`config.mk`:
```
export PLATFORM = sky130hd
export DESIGN_NAME = fspc_top
export DESIGN_NICKNAME = d
export VERILOG_FILES = /design/src/fspc_pkg.sv /design/src/fspc_top.sv
export SDC_FILE = /design/constraint.sdc
export NUM_CORES = 1
export LEC_CHECK = 0
export BUFFER_PORTS_ARGS = -buffer_cell sky130_fd_sc_hd__buf_2
export CORE_MARGIN = 3
export CORE_UTILIZATION = 33
export CTS_BUF_LIST = sky130_fd_sc_hd__clkbuf_16
export CTS_CLUSTER_SIZE = 12
export DETAILED_ROUTE_END_ITERATION = 6
export SLEW_MARGIN = 20
export SYNTH_ARGS = -nofsm -noshare
export SYNTH_HDL_FRONTEND = slang
export SYNTH_SLANG_ARGS = --single-unit
```
`constraint.sdc`:
```
create_clock -name clk_i -period 2.1 [get_ports clk_i]
set_input_delay 0.21 -clock clk_i [delete_from_list [all_inputs] [get_ports clk_i]]
set_output_delay 0.21 -clock clk_i [all_outputs]
set_load 0.01 [all_outputs]
```
`src/fspc_pkg.sv`:
```
// Package: register map, field positions, reset values and address ranges of the flash self-program control
package fspc_pkg;
  // Avalon byte offsets of the registers
  localparam logic [4:0] OFS_DATA_LOW = 5'h00;
  localparam logic [4:0] OFS_DATA_HIGH = 5'h04;
  localparam logic [4:0] OFS_ADDR_LOW = 5'h08;
  localparam logic [4:0] OFS_ADDR_HIGH = 5'h0C;
  localparam logic [4:0] OFS_CONTROL = 5'h10;
  localparam logic [4:0] OFS_UNLOCK_KEY = 5'h14;

  // Control register fields
  localparam int CTL_ONE_BIT = 7;
  localparam int CTL_CONFIG_SPACE_SELECT_BIT = 6;
  localparam int CTL_LATCH_ONLY_LOAD_BIT = 5;
  localparam int CTL_ERASE_BIT = 4;
  localparam int CTL_ERR_BIT = 3;
  localparam int CTL_PROGRAM_ENABLE_BIT = 2;
  localparam int CTL_WR_BIT = 1;
  localparam int CTL_RD_BIT = 0;

  // Widths
  localparam int ADDR_W = 15;
  localparam int DATA_W = 14;
  localparam int ADDR_HIGH_W = 7;
  localparam int DATA_HIGH_W = 6;
  localparam int LATCH_IDX_W = 5;
  localparam int ROW_W = 10;

  // Reset values
  localparam logic [7:0] KEY_RST = 8'h00;
  localparam logic [7:0] ADDR_LOW_RST = 8'h00;
  localparam logic [6:0] ADDR_HIGH_RST = 7'h00;
  localparam logic [13:0] LATCH_BLANK = 14'h3FFF;

  // Unlock pattern
  localparam logic [7:0] KEY_FIRST = 8'h55;
  localparam logic [7:0] KEY_SECOND = 8'hAA;

  // Alternate space ranges, as offsets from the base of that space
  localparam logic [14:0] CFG_UID_LO = 15'h0000;
  localparam logic [14:0] CFG_UID_HI = 15'h0003;
  localparam logic [14:0] CFG_DEVID_LO = 15'h0005;
  localparam logic [14:0] CFG_DEVID_HI = 15'h0006;
  localparam logic [14:0] CFG_WORD_LO = 15'h0007;
  localparam logic [14:0] CFG_WORD_HI = 15'h0008;

  typedef enum logic [1:0] {
    FSPC_IDLE = 2'b00,
    FSPC_KICK = 2'b01,
    FSPC_WAIT = 2'b10
  } fspc_state_e;

  typedef enum logic [1:0] {
    FSPC_UNLK_NONE = 2'b00,
    FSPC_UNLK_HALF = 2'b01,
    FSPC_UNLK_ARMED = 2'b10
  } fspc_unlock_e;
endpackage

```
`src/fspc_top.sv`:
```
// Flash self-program control: Avalon-MM register file, unlock, read, latch load, program and erase sequencing
//
// The register addresses and register access over Avalon-MM are this design's own decisions.
`timescale 1ns/10ps
`default_nettype none

// Behaviour
// - Config select bit 1 steers reads and writes to the alternate space.
// - Alternate user IDs 0-3 read/write; device ID 5-6 and config 7-8 read-only.
// - Alternate-space read outside permitted ranges clears both data registers.
// - Word address is high bits 6-0 over low bits 7-0; high bit 7 reads 1.
// - Data word is low byte plus high bits 5-0; high bits 7-6 read 0.
// - Data registers unknown at power-up, kept on reset; address registers clear.
// - Latch-only bit 1: start loads only the addressed latch, no programming.
// - Latch-only bit 0: start loads latch then programs all latches.
// - Erase bit 1: start erases; hardware clears erase bit when done.
// - Latch-only bit ignored while erase is selected.
// - Error flag set on every start attempt; cleared on normal completion.
// - Program enable 0 inhibits all programming and erasing.
// - Start bit set-only by software, self-timed, cleared by hardware.
// - Read bit fetches the word in one cycle and self-clears.
// - Control register bit 7 reads as 1.
// - Unlock key is write-only, eight bits, zero after every reset.
// - Start accepted only after 55h then AAh written to the key.
// - Interrupted unlock loads no latch and starts no programming.
// - Every write or erase completion resets all latches to 3FFFh.
// - Upper ten address bits pick the row, lower five the latch.
module fspc_top #(
  parameter int LATCH_N = 32
) (
  input wire logic clk_i,
  input wire logic rstn_i,
  input wire logic [4:0] avs_address_i,
  input wire logic avs_read_i,
  input wire logic avs_write_i,
  input wire logic [31:0] avs_writedata_i,
  output logic [31:0] avs_readdata_o,
  output logic avs_waitrequest_o,
  output logic [fspc_pkg::ADDR_W-1:0] flash_addr_o,
  output logic flash_cfg_o,
  output logic flash_rd_o,
  input wire logic [fspc_pkg::DATA_W-1:0] flash_rd_data_i,
  output logic flash_prog_o,
  output logic flash_erase_o,
  output logic [fspc_pkg::ROW_W-1:0] flash_row_o,
  output logic [LATCH_N*fspc_pkg::DATA_W-1:0] flash_latch_data_o,
  input wire logic flash_done_i,
  output logic cpu_stall_o
);

  logic [7:0] data_low_ff;
  logic [fspc_pkg::DATA_HIGH_W-1:0] data_high_ff;
  logic [7:0] addr_low_ff;
  logic [fspc_pkg::ADDR_HIGH_W-1:0] addr_high_ff;
  logic [7:0] key_ff;
  logic config_space_select_ff;
  logic latch_only_load_ff;
  logic erase_ff;
  logic err_ff;
  logic program_enable_ff;
  logic rd_ff;
  logic ack_ff;
  logic [31:0] rdata_ff;
  logic op_erase_ff;
  logic op_prog_ff;
  logic op_allowed_ff;
  logic prog_pulse_ff;
  logic erase_pulse_ff;
  logic [fspc_pkg::DATA_W-1:0] latch_ff [LATCH_N];
  fspc_pkg::fspc_state_e state_ff;
  fspc_pkg::fspc_unlock_e unlock_ff;

  logic busy;
  logic acc;
  logic wr_take;
  logic rd_take;
  logic [fspc_pkg::ADDR_W-1:0] word_addr;
  logic [fspc_pkg::LATCH_IDX_W-1:0] latch_idx;
  logic cfg_rd_ok;
  logic cfg_wr_ok;
  logic ctl_wr;
  logic key_wr;
  logic start_try;
  logic start_go;
  logic done_now;
  logic [7:0] ctl_rd;
  logic [31:0] nxt_rdata;

  assign word_addr = {addr_high_ff, addr_low_ff};
  assign latch_idx = word_addr[fspc_pkg::LATCH_IDX_W-1:0];
  assign busy = (state_ff != fspc_pkg::FSPC_IDLE);

  // Range checks inside the alternate space
  assign cfg_rd_ok = (word_addr <= fspc_pkg::CFG_UID_HI) ||
                     ((word_addr >= fspc_pkg::CFG_DEVID_LO) && (word_addr <= fspc_pkg::CFG_WORD_HI));
  assign cfg_wr_ok = (word_addr >= fspc_pkg::CFG_UID_LO) && (word_addr <= fspc_pkg::CFG_UID_HI);

  // Bus handshake: one wait cycle per access, and the bus holds off while flash is busy
  assign acc = avs_read_i | avs_write_i;
  assign avs_waitrequest_o = acc & (~ack_ff | busy);
  assign wr_take = avs_write_i & ~avs_waitrequest_o;
  assign rd_take = avs_read_i & ~avs_waitrequest_o;
  assign avs_readdata_o = rdata_ff;
  assign cpu_stall_o = busy;

  assign ctl_wr = wr_take && (avs_address_i == fspc_pkg::OFS_CONTROL);
  assign key_wr = wr_take && (avs_address_i == fspc_pkg::OFS_UNLOCK_KEY);
  assign start_try = ctl_wr && avs_writedata_i[fspc_pkg::CTL_WR_BIT];
  // Start also needs the enable as it stands after this same write
  assign start_go = start_try && (unlock_ff == fspc_pkg::FSPC_UNLK_ARMED)
                    && avs_writedata_i[fspc_pkg::CTL_PROGRAM_ENABLE_BIT];
  assign done_now = ((state_ff == fspc_pkg::FSPC_KICK) && !op_prog_ff && !op_erase_ff) ||
                    ((state_ff == fspc_pkg::FSPC_KICK) && !op_allowed_ff) ||
                    ((state_ff == fspc_pkg::FSPC_WAIT) && flash_done_i);

  assign ctl_rd = {1'b1, config_space_select_ff, latch_only_load_ff, erase_ff, err_ff, program_enable_ff, busy, rd_ff};

  always_comb begin
    nxt_rdata = 32'h00000000;
    unique case (avs_address_i)
      fspc_pkg::OFS_DATA_LOW: nxt_rdata[7:0] = data_low_ff;
      fspc_pkg::OFS_DATA_HIGH: nxt_rdata[7:0] = {2'b00, data_high_ff};
      fspc_pkg::OFS_ADDR_LOW: nxt_rdata[7:0] = addr_low_ff;
      fspc_pkg::OFS_ADDR_HIGH: nxt_rdata[7:0] = {1'b1, addr_high_ff};
      fspc_pkg::OFS_CONTROL: nxt_rdata[7:0] = ctl_rd;
      default: nxt_rdata = 32'h00000000; // Unlock key is write-only; unmapped reads zero
    endcase
  end

  // Bus acknowledge and read data capture
  always_ff @(posedge clk_i or negedge rstn_i) begin
    if (!rstn_i) begin
      ack_ff <= 1'b0;
      rdata_ff <= 32'h00000000;
    end else begin
      ack_ff <= acc & ~ack_ff & ~busy;
      if (avs_read_i && !ack_ff && !busy) begin
        rdata_ff <= nxt_rdata;
      end
    end
  end

  // Data registers carry no reset so a warm reset keeps them
  always_ff @(posedge clk_i) begin
    if (rd_ff) begin
      if (config_space_select_ff && !cfg_rd_ok) begin
        data_low_ff <= 8'h00;
        data_high_ff <= 6'h00;
      end else begin
        data_low_ff <= flash_rd_data_i[7:0];
        data_high_ff <= flash_rd_data_i[fspc_pkg::DATA_W-1:8];
      end
    end else if (wr_take && (avs_address_i == fspc_pkg::OFS_DATA_LOW)) begin
      data_low_ff <= avs_writedata_i[7:0];
    end else if (wr_take && (avs_address_i == fspc_pkg::OFS_DATA_HIGH)) begin
      data_high_ff <= avs_writedata_i[fspc_pkg::DATA_HIGH_W-1:0];
    end
  end

  // Address registers
  always_ff @(posedge clk_i or negedge rstn_i) begin
    if (!rstn_i) begin
      addr_low_ff <= fspc_pkg::ADDR_LOW_RST;
      addr_high_ff <= fspc_pkg::ADDR_HIGH_RST;
    end else begin
      if (wr_take && (avs_address_i == fspc_pkg::OFS_ADDR_LOW)) begin
        addr_low_ff <= avs_writedata_i[7:0];
      end
      if (wr_take && (avs_address_i == fspc_pkg::OFS_ADDR_HIGH)) begin
        addr_high_ff <= avs_writedata_i[fspc_pkg::ADDR_HIGH_W-1:0];
      end
    end
  end

  // Unlock key and sequence tracker; any other write breaks the pattern
  always_ff @(posedge clk_i or negedge rstn_i) begin
    if (!rstn_i) begin
      key_ff <= fspc_pkg::KEY_RST;
      unlock_ff <= fspc_pkg::FSPC_UNLK_NONE;
    end else begin
      if (key_wr) begin
        key_ff <= avs_writedata_i[7:0];
        if (avs_writedata_i[7:0] == fspc_pkg::KEY_FIRST) begin
          unlock_ff <= fspc_pkg::FSPC_UNLK_HALF;
        end else if ((avs_writedata_i[7:0] == fspc_pkg::KEY_SECOND) &&
                     (unlock_ff == fspc_pkg::FSPC_UNLK_HALF)) begin
          unlock_ff <= fspc_pkg::FSPC_UNLK_ARMED;
        end else begin
          unlock_ff <= fspc_pkg::FSPC_UNLK_NONE;
        end
      end else if (wr_take) begin
        unlock_ff <= fspc_pkg::FSPC_UNLK_NONE;
      end
    end
  end

  // Control bits written by software
  always_ff @(posedge clk_i or negedge rstn_i) begin
    if (!rstn_i) begin
      config_space_select_ff <= 1'b0;
      latch_only_load_ff <= 1'b0;
      program_enable_ff <= 1'b0;
    end else if (ctl_wr) begin
      config_space_select_ff <= avs_writedata_i[fspc_pkg::CTL_CONFIG_SPACE_SELECT_BIT];
      latch_only_load_ff <= avs_writedata_i[fspc_pkg::CTL_LATCH_ONLY_LOAD_BIT];
      program_enable_ff <= avs_writedata_i[fspc_pkg::CTL_PROGRAM_ENABLE_BIT];
    end
  end

  // Erase select: hardware clear on completion of an erase
  always_ff @(posedge clk_i or negedge rstn_i) begin
    if (!rstn_i) begin
      erase_ff <= 1'b0;
    end else if (ctl_wr) begin
      erase_ff <= avs_writedata_i[fspc_pkg::CTL_ERASE_BIT];
    end else if (done_now && op_erase_ff) begin
      erase_ff <= 1'b0;
    end
  end

  // Error flag: a start attempt wins over any clear in the same cycle
  always_ff @(posedge clk_i or negedge rstn_i) begin
    if (!rstn_i) begin
      err_ff <= 1'b0;
    end else if (start_try) begin
      err_ff <= 1'b1;
    end else if (ctl_wr) begin
      err_ff <= avs_writedata_i[fspc_pkg::CTL_ERR_BIT];
    end else if (done_now) begin
      err_ff <= 1'b0;
    end
  end

  // Read strobe: set-only by software, cleared one cycle later
  always_ff @(posedge clk_i or negedge rstn_i) begin
    if (!rstn_i) begin
      rd_ff <= 1'b0;
    end else if (ctl_wr && avs_writedata_i[fspc_pkg::CTL_RD_BIT]) begin
      rd_ff <= 1'b1;
    end else begin
      rd_ff <= 1'b0;
    end
  end

  assign flash_addr_o = word_addr;
  assign flash_cfg_o = config_space_select_ff;
  assign flash_rd_o = rd_ff;
  assign flash_row_o = word_addr[fspc_pkg::ADDR_W-1:fspc_pkg::LATCH_IDX_W];
  assign flash_prog_o = prog_pulse_ff;
  assign flash_erase_o = erase_pulse_ff;

  // Operation sequencer; the start bit reads back as the busy state
  always_ff @(posedge clk_i or negedge rstn_i) begin
    if (!rstn_i) begin
      state_ff <= fspc_pkg::FSPC_IDLE;
      op_erase_ff <= 1'b0;
      op_prog_ff <= 1'b0;
      op_allowed_ff <= 1'b0;
      prog_pulse_ff <= 1'b0;
      erase_pulse_ff <= 1'b0;
    end else begin
      prog_pulse_ff <= 1'b0;
      erase_pulse_ff <= 1'b0;
      unique case (state_ff)
        fspc_pkg::FSPC_IDLE: begin
          if (start_go) begin
            state_ff <= fspc_pkg::FSPC_KICK;
            op_erase_ff <= avs_writedata_i[fspc_pkg::CTL_ERASE_BIT];
            // Latch-only is ignored when an erase is selected
            op_prog_ff <= !avs_writedata_i[fspc_pkg::CTL_ERASE_BIT] &&
                          !avs_writedata_i[fspc_pkg::CTL_LATCH_ONLY_LOAD_BIT];
            op_allowed_ff <= !avs_writedata_i[fspc_pkg::CTL_CONFIG_SPACE_SELECT_BIT] || cfg_wr_ok;
          end
        end
        fspc_pkg::FSPC_KICK: begin
          if (done_now) begin
            state_ff <= fspc_pkg::FSPC_IDLE;
          end else begin
            state_ff <= fspc_pkg::FSPC_WAIT;
            prog_pulse_ff <= op_prog_ff;
            erase_pulse_ff <= op_erase_ff;
          end
        end
        fspc_pkg::FSPC_WAIT: begin
          if (flash_done_i) begin
            state_ff <= fspc_pkg::FSPC_IDLE;
          end
        end
        default: state_ff <= fspc_pkg::FSPC_IDLE;
      endcase
    end
  end

  // Write latches: loaded at the kick unless erasing or the alternate-space address is not writable, blanked after any write or erase
  always_ff @(posedge clk_i or negedge rstn_i) begin
    if (!rstn_i) begin
      for (int i = 0; i < LATCH_N; i++) begin
        latch_ff[i] <= fspc_pkg::LATCH_BLANK;
      end
    end else if (done_now && (op_erase_ff || op_prog_ff)) begin
      for (int i = 0; i < LATCH_N; i++) begin
        latch_ff[i] <= fspc_pkg::LATCH_BLANK;
      end
    end else if ((state_ff == fspc_pkg::FSPC_KICK) && !op_erase_ff && op_allowed_ff) begin
      latch_ff[latch_idx] <= {data_high_ff, data_low_ff};
    end
  end

  genvar g;
  generate
    for (g = 0; g < LATCH_N; g++) begin : g_latch_out
      assign flash_latch_data_o[g*fspc_pkg::DATA_W +: fspc_pkg::DATA_W] = latch_ff[g];
    end
  endgenerate

endmodule

`default_nettype wire

```
==> impl_metrics.ini, run 1 <==
[cts]
clk_latency_ps = 590
clkSinkCount = 501
numCtsBuffers = 54
clk_pin_slew_ps = 60
clockBufferDepth = 3
cts_root_buf = clkbuf_16
htreeDepth = 2
cts_tree = built

[power_and_ir_drop]
seqPwrFrac = 0.487
p_comb_frac = 0.056
power_density_mw_per_mm2 = 745
p_leak_uw = 0.0126
power_switching_uw = 4730
p_sw_frac = 0.233
clkPwrFrac = 0.457
ir_drop_mv = 0.501
p_int_uw = 15600

[worst_setup_path]
crit_slowest_cell = dfrtp_2
r2r-start = state_ff[1]$_DFFE_PN0P_
required_ps = 2610
cpPeakStageDelay_ps = 440
cp_top_family = simple AND/OR/NAND/NOR gates
rr_worst_depth = 7
cp.arrival_ps = 2550
critPathCaptureType = register
cp-start-kind = register
r2r-end = flash_latch_data_o[363]$_DFFE_PN1P_
critical_path_class = register to register
critical_path.cell_chain = nand4bb_4 > nor3b_4 > buf_6 > buf_12 > nand2_1 > buf_12 > a221o_1
crit_buf_inv = 3
critPathMaxFanout = 14
reg2reg_slack_ps = 70
crit_top_cell = buf_12

[floorplanning]
die_y_um = 256
row_count = 91
start_util = 0.334
boundaryPins = 567
die_x_um = 256
die-area_mm2 = 0.0656
core-area_mm2 = 0.0618

[placement]
io_buffers = 518
hpwl_um = 53500
gp_congestion = 0.852
place_ws_ps = -57.2

[timing]
setup_viol = 0
min_period_ps = 2030
fin_ws_ps = 68.8
hold_violations = 0
rsz0062_at_grt = yes
tightest_slew_ps = 987
worst_clock_skew_ps = 6.14
slew_violations = 0
max_slew_margin = 0.342
fmax_mhz = 492
period_share = 0.967

[layout]
final_layout_size_suffix_gt1_frac = 0.602
nFillCells = 5597
postLayoutCoreUtil = 0.441
fin_nets = 2102
syn_to_final_growth_pct = 32.0

[drt]
wl_per_cell_um = 26.6
drtIter0Drc = 1729
ant_nets = 0
dr.pass1.iters = 6
wl_um = 78200
num_vias = 16777
routed_via_density = 5.71
drc_errors = 0

[min_path]
holdCritStartpoint = avs_write_i
hp-class = input pin to register
holdPathStages = 3
holdPathEnd = state_ff[0]$_DFFE_PN0P_

[global_route]
grt.overflow.total = 0
grt_pass1_vias = 16988
grt.met2_usage = 0.345
grt_max_degree = 97
grt_pass1_wl_um = 116000
grt_util_met1 = 0.309
track_usage = 0.229
antenna_found_initial = 7
gr-max-usage-layer = met2
grtUsageMet3 = 0.0662

[synth]
netlist_top_cells_count = a221o_1 (454), dfstp_2 (448), and2_1 (113)
syn_inst = 1436
avgSynthCellArea_um2 = 14.4
ys_seq_elements = 501
syn_area_mm2 = 0.0206
ys_warn_count = 0
synth.top_cells.by_area = dfstp_2 (57%), a221o_1 (22%), dfrtp_1 (4.7%)
async_flop_share = 0.972
synth_enable_flop_cells = 14
post-synth-top-count-cell = a221o_1
seq_area_frac_synth = 0.638
synth_top_area_frac = 0.570
ys_types = 44
yosysTopAreaCell = dfstp_2
synth_ff_type = dfstp_2

[outcome]
outcome = completed

[job]
cap_violations = 0
## area by class of cell
type | instances | area [um^2] | share of cell area
Antenna cell | 15 | 37.5 | 0.00138
Clock buffer | 57 | 1430 | 0.0523
Sequential cell | 501 | 13200 | 0.483
Tap cell | 837 | 1050 | 0.0384
Inverter | 3 | 11.3 | 0.000413
Multi-Input combinational cell | 767 | 6680 | 0.245
Timing Repair Buffer | 719 | 4610 | 0.169
Clock inverter | 39 | 272 | 0.00996
## power by group through the flow
stage	Combinational [uW]	Clock [uW]	Sequential (uW)
floorplan	487	0	10000
global placement	1080	0	10000
detailed placement	1100	0	10000
CTS	1150	9430	9880
global route	1250	9820	9880
finish	1140	9270	9880
## layout by cell type (no fill, tap or decap), types with 15 or more instances in the layout
cell type / n
buf_2: 518
a221o_1: 454
dfstp_2: 448
buf_4: 133
and2_1: 113
clkbuf_16: 59
nand2_1: 39
dfrtp_1: 38
dlygate4sd3_1: 29
buf_12: 29
conb_1: 24
mux2_2: 22
inv_1: 19
diode_2: 15
## per-stage QoR
step	total power, uW	area, um^2	hold slack (ps)	TNS [ps]	instances
floorplan	10500	20700	-85.6	0	1459
global placement	11100	25100	337	0	2787
detailed placement	11100	25100	336	-405	2787
CTS	20500	27100	29.9	0	2912
global route	20900	27200	68.2	-43.9	2930
finish	20300	27200	66.8	0	2938
## worst reg2reg max path, delay by kind of cell (launching register included)
kind | cells | cell delay, ps
buf+inv | 3 | 480
simple gates | 3 | 690
compound gates | 1 | 340
flops | 1 | 440
## kinds of logic after synthesis
family,count (synthesis),share of synthesized area
other,1,0.000182
DFF,501,0.638
muxes,28,0.0185
AOI/OAI and AO/OA,485,0.231
buffers and inverters,191,0.0450
and+or+nand+nor,230,0.0676
## registers in the layout (all words and copies together) (netlist names)
| register | count |
|---|---|
| flash_cfg_o | 1 |
| avs_readdata_o | 8 |
| err_ff | 1 |
| latch_only_load_ff | 1 |
| erase_ff | 1 |
| data_low_ff | 8 |
| op_prog_ff | 1 |
| data_high_ff | 6 |
| op_allowed_ff | 1 |
| flash_erase_o | 1 |
| flash_latch_data_o | 448 |
| program_enable_ff | 1 |
| state_ff | 2 |
| op_erase_ff | 1 |
| flash_prog_o | 1 |
| unlock_ff | 2 |
| addr_low_ff | 8 |
| ack_ff | 1 |
| addr_high_ff | 7 |
| flash_rd_o | 1 |
## how the worst max path moves through the flow
stage / from / to / slack, ps / cells after the start
3_5_place_dp: addr_low_ff[5]$_DFFE_PN0P_ / data_high_ff[3]$_DFFE_PP_ / -60 / 4
5_1_grt: state_ff[1]$_DFFE_PN0P_ / flash_latch_data_o[363]$_DFFE_PN1P_ / -20 / 7
6_report: state_ff[1]$_DFFE_PN0P_ / flash_latch_data_o[363]$_DFFE_PN1P_ / 70 / 7
4_1_cts: state_ff[1]$_DFFE_PN0P_ / flash_latch_data_o[15]$_DFFE_PN1P_ / 20 / 6
2_1_floorplan: addr_low_ff[2]$_DFFE_PN0P_ / data_high_ff[0]$_DFFE_PP_ / 200 / 6
3_3_place_gp: state_ff[1]$_DFFE_PN0P_ / flash_latch_data_o[419]$_DFFE_PN1P_ / 50 / 6
## metal layers
metal	share of wire	vias to the layer above
li1	-	7000
met1	0.42	8729
met2	0.46	889
met3	0.087	159
met4	0.037	0
met5	0	-
## what timing repair did
action / in CTS / in global routing
endpoints found under the setup margin: 14 / 159
cloned: 0 / 3
pin swaps: 0 / 2
hold buffers: 29 / 0
buffers inserted: 0 / 8
hold endpoints to repair: 55 / 0
resized for setup: 1 / 13
No activity file was read; power rests on OpenSTA's default activity.
==> run 2, diff against run 1 <==
--- a/config.mk
+++ b/config.mk
@@ -11,7 +11,7 @@
 export CTS_BUF_LIST = sky130_fd_sc_hd__clkbuf_16
 export CTS_CLUSTER_SIZE = 12
 export DETAILED_ROUTE_END_ITERATION = 6
-export SLEW_MARGIN = 20
+export RECOVER_POWER = 100
 export SYNTH_ARGS = -nofsm -noshare
 export SYNTH_HDL_FRONTEND = slang
 export SYNTH_SLANG_ARGS = --single-unit
==> run 2 against run 1 <==
  * Clock power about the same
  * Via count down 0.66%
  * Die area stayed put
  * Hold slack got worse by 2.3 ps
  * Global-route usage did not move
  * Cell area is 2.4% lower
  * Critical path depth did not move
  * Clock skew increased by 1.1 ps
  * Largest cell class unchanged
==> impl_metrics.ini, run 2 (synthesized netlist as in run 1, its figures left out) <==
[outcome]
outcome = completed

[worst_setup_path]
critPathCaptureType = register
required_ps = 2610
critPathMaxFanout = 14
r2r-end = flash_latch_data_o[363]$_DFFE_PN1P_
cp.arrival_ps = 2540
cp-start-kind = register
r2r-start = state_ff[1]$_DFFE_PN0P_
reg2reg_slack_ps = 80
critical_path_class = register to register
rr_worst_depth = 7

[power_and_ir_drop]
ir_drop_mv = 0.500
power.total_uw = 20200
p_leak_uw = 0.0108
power_density_mw_per_mm2 = 760

[global_route]
grt_max_degree = 97
track_usage = 0.229
grt.overflow.total = 0
antenna_found_initial = 7
grt_pass1_wl_um = 116000
grt_pass1_vias = 16988

[min_path]
hp-class = input pin to register
holdCritStartpoint = avs_write_i
holdPathEnd = state_ff[0]$_DFFE_PN0P_
holdPathStages = 3

[floorplanning]
boundaryPins = 567
core-area_mm2 = 0.0618
row_count = 91
die-area_mm2 = 0.0656
die_x_um = 256
die_y_um = 256
start_util = 0.334

[cts]
clkSinkCount = 501
numCtsBuffers = 54
clockBufferDepth = 3
cts_tree = built
clk_latency_ps = 590
cts_root_buf = clkbuf_16
htreeDepth = 2
clk_pin_slew_ps = 60

[job]
cap_violations = 0

[drt]
drtIter0Drc = 1677
drc_errors = 0
dr.pass1.iters = 5
wl_per_cell_um = 26.6
num_vias = 16666
routed_via_density = 5.67
ant_nets = 0
wl_um = 78300

[timing]
setup_viol = 0
min_period_ps = 2020
period_share = 0.962
fmax_mhz = 495
hold_violations = 0
tightest_slew_ps = 1370
max_slew_margin = 0.0895
worst_clock_skew_ps = 7.27
rsz0062_at_grt = yes
finalSetupTns_ps = 0
slew_violations = 0

[layout]
final_cell_mix = a221o_1 (454), clkbuf_1 (403), dfstp_2 (356), buf_2 (136), and2_1 (113)
nFillCells = 5798
fin_nets = 2102
postLayoutCoreUtil = 0.430
final_cell_count_no_fill = 2941
mostFrequentLayoutCell = a221o_1
final_layout_size_suffix_gt1_frac = 0.363
largest_register_ffs = 448
syn_to_final_growth_pct = 28.8

[placement]
dp_cells = 2787
gp_congestion = 0.852
io_buffers = 518
hpwl_um = 53500
[run 2: cell types whose count changed in the layout (fill, tap and decap cells not counted), sizes merged]
cell / change
buf: -413
diode: +3
clkbuf: +413
[run 2: worst max path at each step]
stage / startpoint / to / slack (ps) / cells past startpoint
final: state_ff[1]$_DFFE_PN0P_ / flash_latch_data_o[363]$_DFFE_PN1P_ / 80 / 7
after detailed placement: addr_low_ff[5]$_DFFE_PN0P_ / data_high_ff[3]$_DFFE_PP_ / -60 / 4
after CTS: state_ff[1]$_DFFE_PN0P_ / flash_latch_data_o[15]$_DFFE_PN1P_ / 20 / 6
after global placement: state_ff[1]$_DFFE_PN0P_ / flash_latch_data_o[419]$_DFFE_PN1P_ / 50 / 6
after floorplan: addr_low_ff[2]$_DFFE_PN0P_ / data_high_ff[0]$_DFFE_PP_ / 200 / 6
after global routing: state_ff[1]$_DFFE_PN0P_ / flash_latch_data_o[363]$_DFFE_PN1P_ / -20 / 7
[run 2: final cells by class]
cell class / instances / area, um^2 / area share
Tap cell: 837 / 1050 / 0.0394
Antenna cell: 18 / 45.0 / 0.00169
Multi-Input combinational cell: 767 / 6670 / 0.251
Clock buffer: 57 / 1430 / 0.0536
Clock inverter: 39 / 272 / 0.0102
Sequential cell: 501 / 13200 / 0.495
Inverter: 3 / 11.3 / 0.000423
Timing Repair Buffer: 719 / 3960 / 0.149
[run 2: repair_timing]
action | CTS | global route
gates resized for setup | 1 | 13
setup endpoints to repair | 14 | 159
gates cloned | 0 | 3
pin swaps | 0 | 2
hold endpoints to repair | 55 | 0
hold buffers | 29 | 0
setup buffers | 0 | 8
[run 2: critical path, stage by stage (launching register included)]
cell and delay (ps):
dfrtp_2 440, nand4bb_4 310, nor3b_4 270, buf_6 160
buf_12 140, nand2_1 90, buf_12 170, a221o_1 340
[run 2: through the flow]
step	cell area, um^2	hold WS, ps	setup WS, ps
floorplan	20700	-85.6	204
global placement	25100	337	50.1
detailed placement	25100	336	-57.2
CTS	27100	29.9	21.6
global route	26600	69.2	-18.1
finish	26600	64.6	79.1
[run 2: report_power, final]
part | total, uW | leakage [uW] | internal [uW] | switching (uW)
registers | 9870 | 0.00530 | 9790 | 78.6
logic | 1080 | 0.00464 | 357 | 723
clock network | 9270 | 0.000882 | 5340 | 3930
[run 2: routing by layer]
metal	vias to the layer above	global-route usage	wire [um]
li1	6995	-	-
met5	-	0	0
met3	151	0.0662	6500
met4	0	0.0931	2780
met2	880	0.345	35900
met1	8640	0.309	33100
==> run 3, diff against run 2 <==
--- a/config.mk
+++ b/config.mk
@@ -11,7 +11,9 @@
 export CTS_BUF_LIST = sky130_fd_sc_hd__clkbuf_16
 export CTS_CLUSTER_SIZE = 12
 export DETAILED_ROUTE_END_ITERATION = 6
+export PLACE_DENSITY = 0.59
 export RECOVER_POWER = 100
+export REMOVE_ABC_BUFFERS = 1
 export SYNTH_ARGS = -nofsm -noshare
 export SYNTH_HDL_FRONTEND = slang
 export SYNTH_SLANG_ARGS = --single-unit
==> run 3 against run 2 <==
  * The run now ends with max-capacitance violations, max-slew violations left
  * Register-to-register slack barely moved
  * Sequential power barely moved
  * Cell area fell by 0.71%
  * Clock skew rose by 27 ps
  * Largest power group unchanged
==> impl_metrics.ini, run 3 (synthesized netlist as in run 1, its figures left out) <==
[placement]
dp_cells = 2794
io_buffers = 518
hpwl_um = 54900
place_area_mm2 = 0.0252
place_ws_ps = -76.7
gp_congestion = 0.870

[layout]
syn_to_final_growth_pct = 27.9
postLayoutCoreUtil = 0.427
final_layout_size_suffix_gt1_frac = 0.358
fin_nets = 2103
final_cell_mix = a221o_1 (454), clkbuf_1 (377), dfstp_2 (326), buf_2 (166), dfstp_1 (122)
mostFrequentLayoutCell = a221o_1
largest_register_ffs = 448
fin_area_mm2 = 0.0264
final_cell_count_no_fill = 2929

[drt]
num_vias = 16876
drc_errors = 0
ant_nets = 0
wl_per_cell_um = 28.0
wl_um = 82100
drtIter0Drc = 1513
dr.pass1.iters = 5
routed_via_density = 5.76

[floorplanning]
row_count = 91
core-area_mm2 = 0.0618
start_util = 0.334
die-area_mm2 = 0.0656
die_y_um = 256
boundaryPins = 567
die_x_um = 256

[global_route]
grt_max_degree = 78
grt_pass1_wl_um = 119000
grt.overflow.total = 0
track_usage = 0.239
grt_pass1_vias = 17078
antenna_found_initial = 10

[worst_setup_path]
critPathLaunch = state_ff[1]$_DFFE_PN0P_
r2r-end = state_ff[0]$_DFFE_PN0P_
critPathCaptureType = register
crit_end = state_ff[0]$_DFFE_PN0P_
cp-start-kind = register
r2r-start = state_ff[1]$_DFFE_PN0P_
cp.arrival_ps = 2520
reg2reg_slack_ps = 90
critical_path_class = register to register
rr_worst_depth = 5
required_ps = 2610
critPathMaxFanout = 6

[timing]
period_share = 0.957
max_slew_margin = -0.0742
hold_violations = 0
setup_viol = 0
slew_violations = 49
tightest_slew_ps = 1610
fin_ws_ps = 90.4
worst_clock_skew_ps = 34.7
fmax_mhz = 498
rsz0062_at_grt = no
fin_hold_ws_ps = 216
min_period_ps = 2010

[cts]
clockBufferDepth = 3
clk_pin_slew_ps = 60
clk_latency_ps = 600
cts_root_buf = clkbuf_16
cts_tree = built
numCtsBuffers = 53
clkSinkCount = 501
htreeDepth = 2

[power_and_ir_drop]
p_leak_uw = 0.0109
ir_drop_mv = 0.576
power_density_mw_per_mm2 = 740

[job]
cap_violations = 1

[outcome]
outcome = finished with violations
violations = max-capacitance violations, max-slew violations

[min_path]
hp-class = input pin to register
-- run 3: repair_timing --
action	CTS	global route
pin swaps	0	2
cloned	0	2
resized for setup	1	3
buffers inserted	0	2
hold buffers	31	0
endpoints found under the setup margin	14	32
endpoints found under the hold margin	80	0
-- run 3: worst min-delay path by stage --
stage                  from                  endpoint  slack, ps  cells past startpoint
6_report        avs_write_i      erase_ff$_DFFE_PN0P_        220                      6
5_1_grt         avs_write_i      erase_ff$_DFFE_PN0P_        230                      6
4_1_cts         avs_write_i  unlock_ff[0]$_DFFE_PN0P_        190                      4
3_5_place_dp   flash_done_i   state_ff[1]$_DFFE_PN0P_        470                      2
3_3_place_gp   flash_done_i   state_ff[1]$_DFFE_PN0P_        460                      2
2_1_floorplan        rstn_i          ack_ff$_DFF_PN0_        -90                      0
-- run 3: area by class of cell --
cell class | instances | area, um^2
well taps | 837 | 1050
clock buffers | 55 | 1380
clock inverters | 40 | 173
repair buffers | 721 | 3930
diodes | 5 | 12.5
multi-input cells | 767 | 6690
flip-flops and latches | 501 | 13200
inverters | 3 | 11.3
fillers | 5937 | 35400
-- run 3: through the flow --
step / TNS [ps] / total power, uW
2_1_floorplan: -2928000 / 10400
3_3_place_gp: -585 / 11100
3_5_place_dp: -886 / 11100
4_1_cts: 0 / 19800
5_1_grt: 0 / 20200
6_report: 0 / 19500
-- run 3: report_power, final --
part           internal (uW)  total (uW)  switching [uW]
Clock                   4690        8600            3910
Combinational            360        1080             718
Sequential              9790        9870            85.4
Total                  14800       19500            4710
-- run 3: per-layer routing --
metal  global-route usage  vias up  share of wire
li1                     -     6983              -
met1                0.315     8878           0.41
met2                0.374      874           0.46
met3               0.0661      141          0.086
met4               0.0930        0          0.041
met5                    0        -              0
-- run 3: worst max-delay path, stage by stage (launching register included) --
cell           delay (ps)
dfrtp_1               420
clkbuf_1              140
nand4bb_4             250
clkbuf_1              180
nor3_1                350
dlygate4sd3_1         610
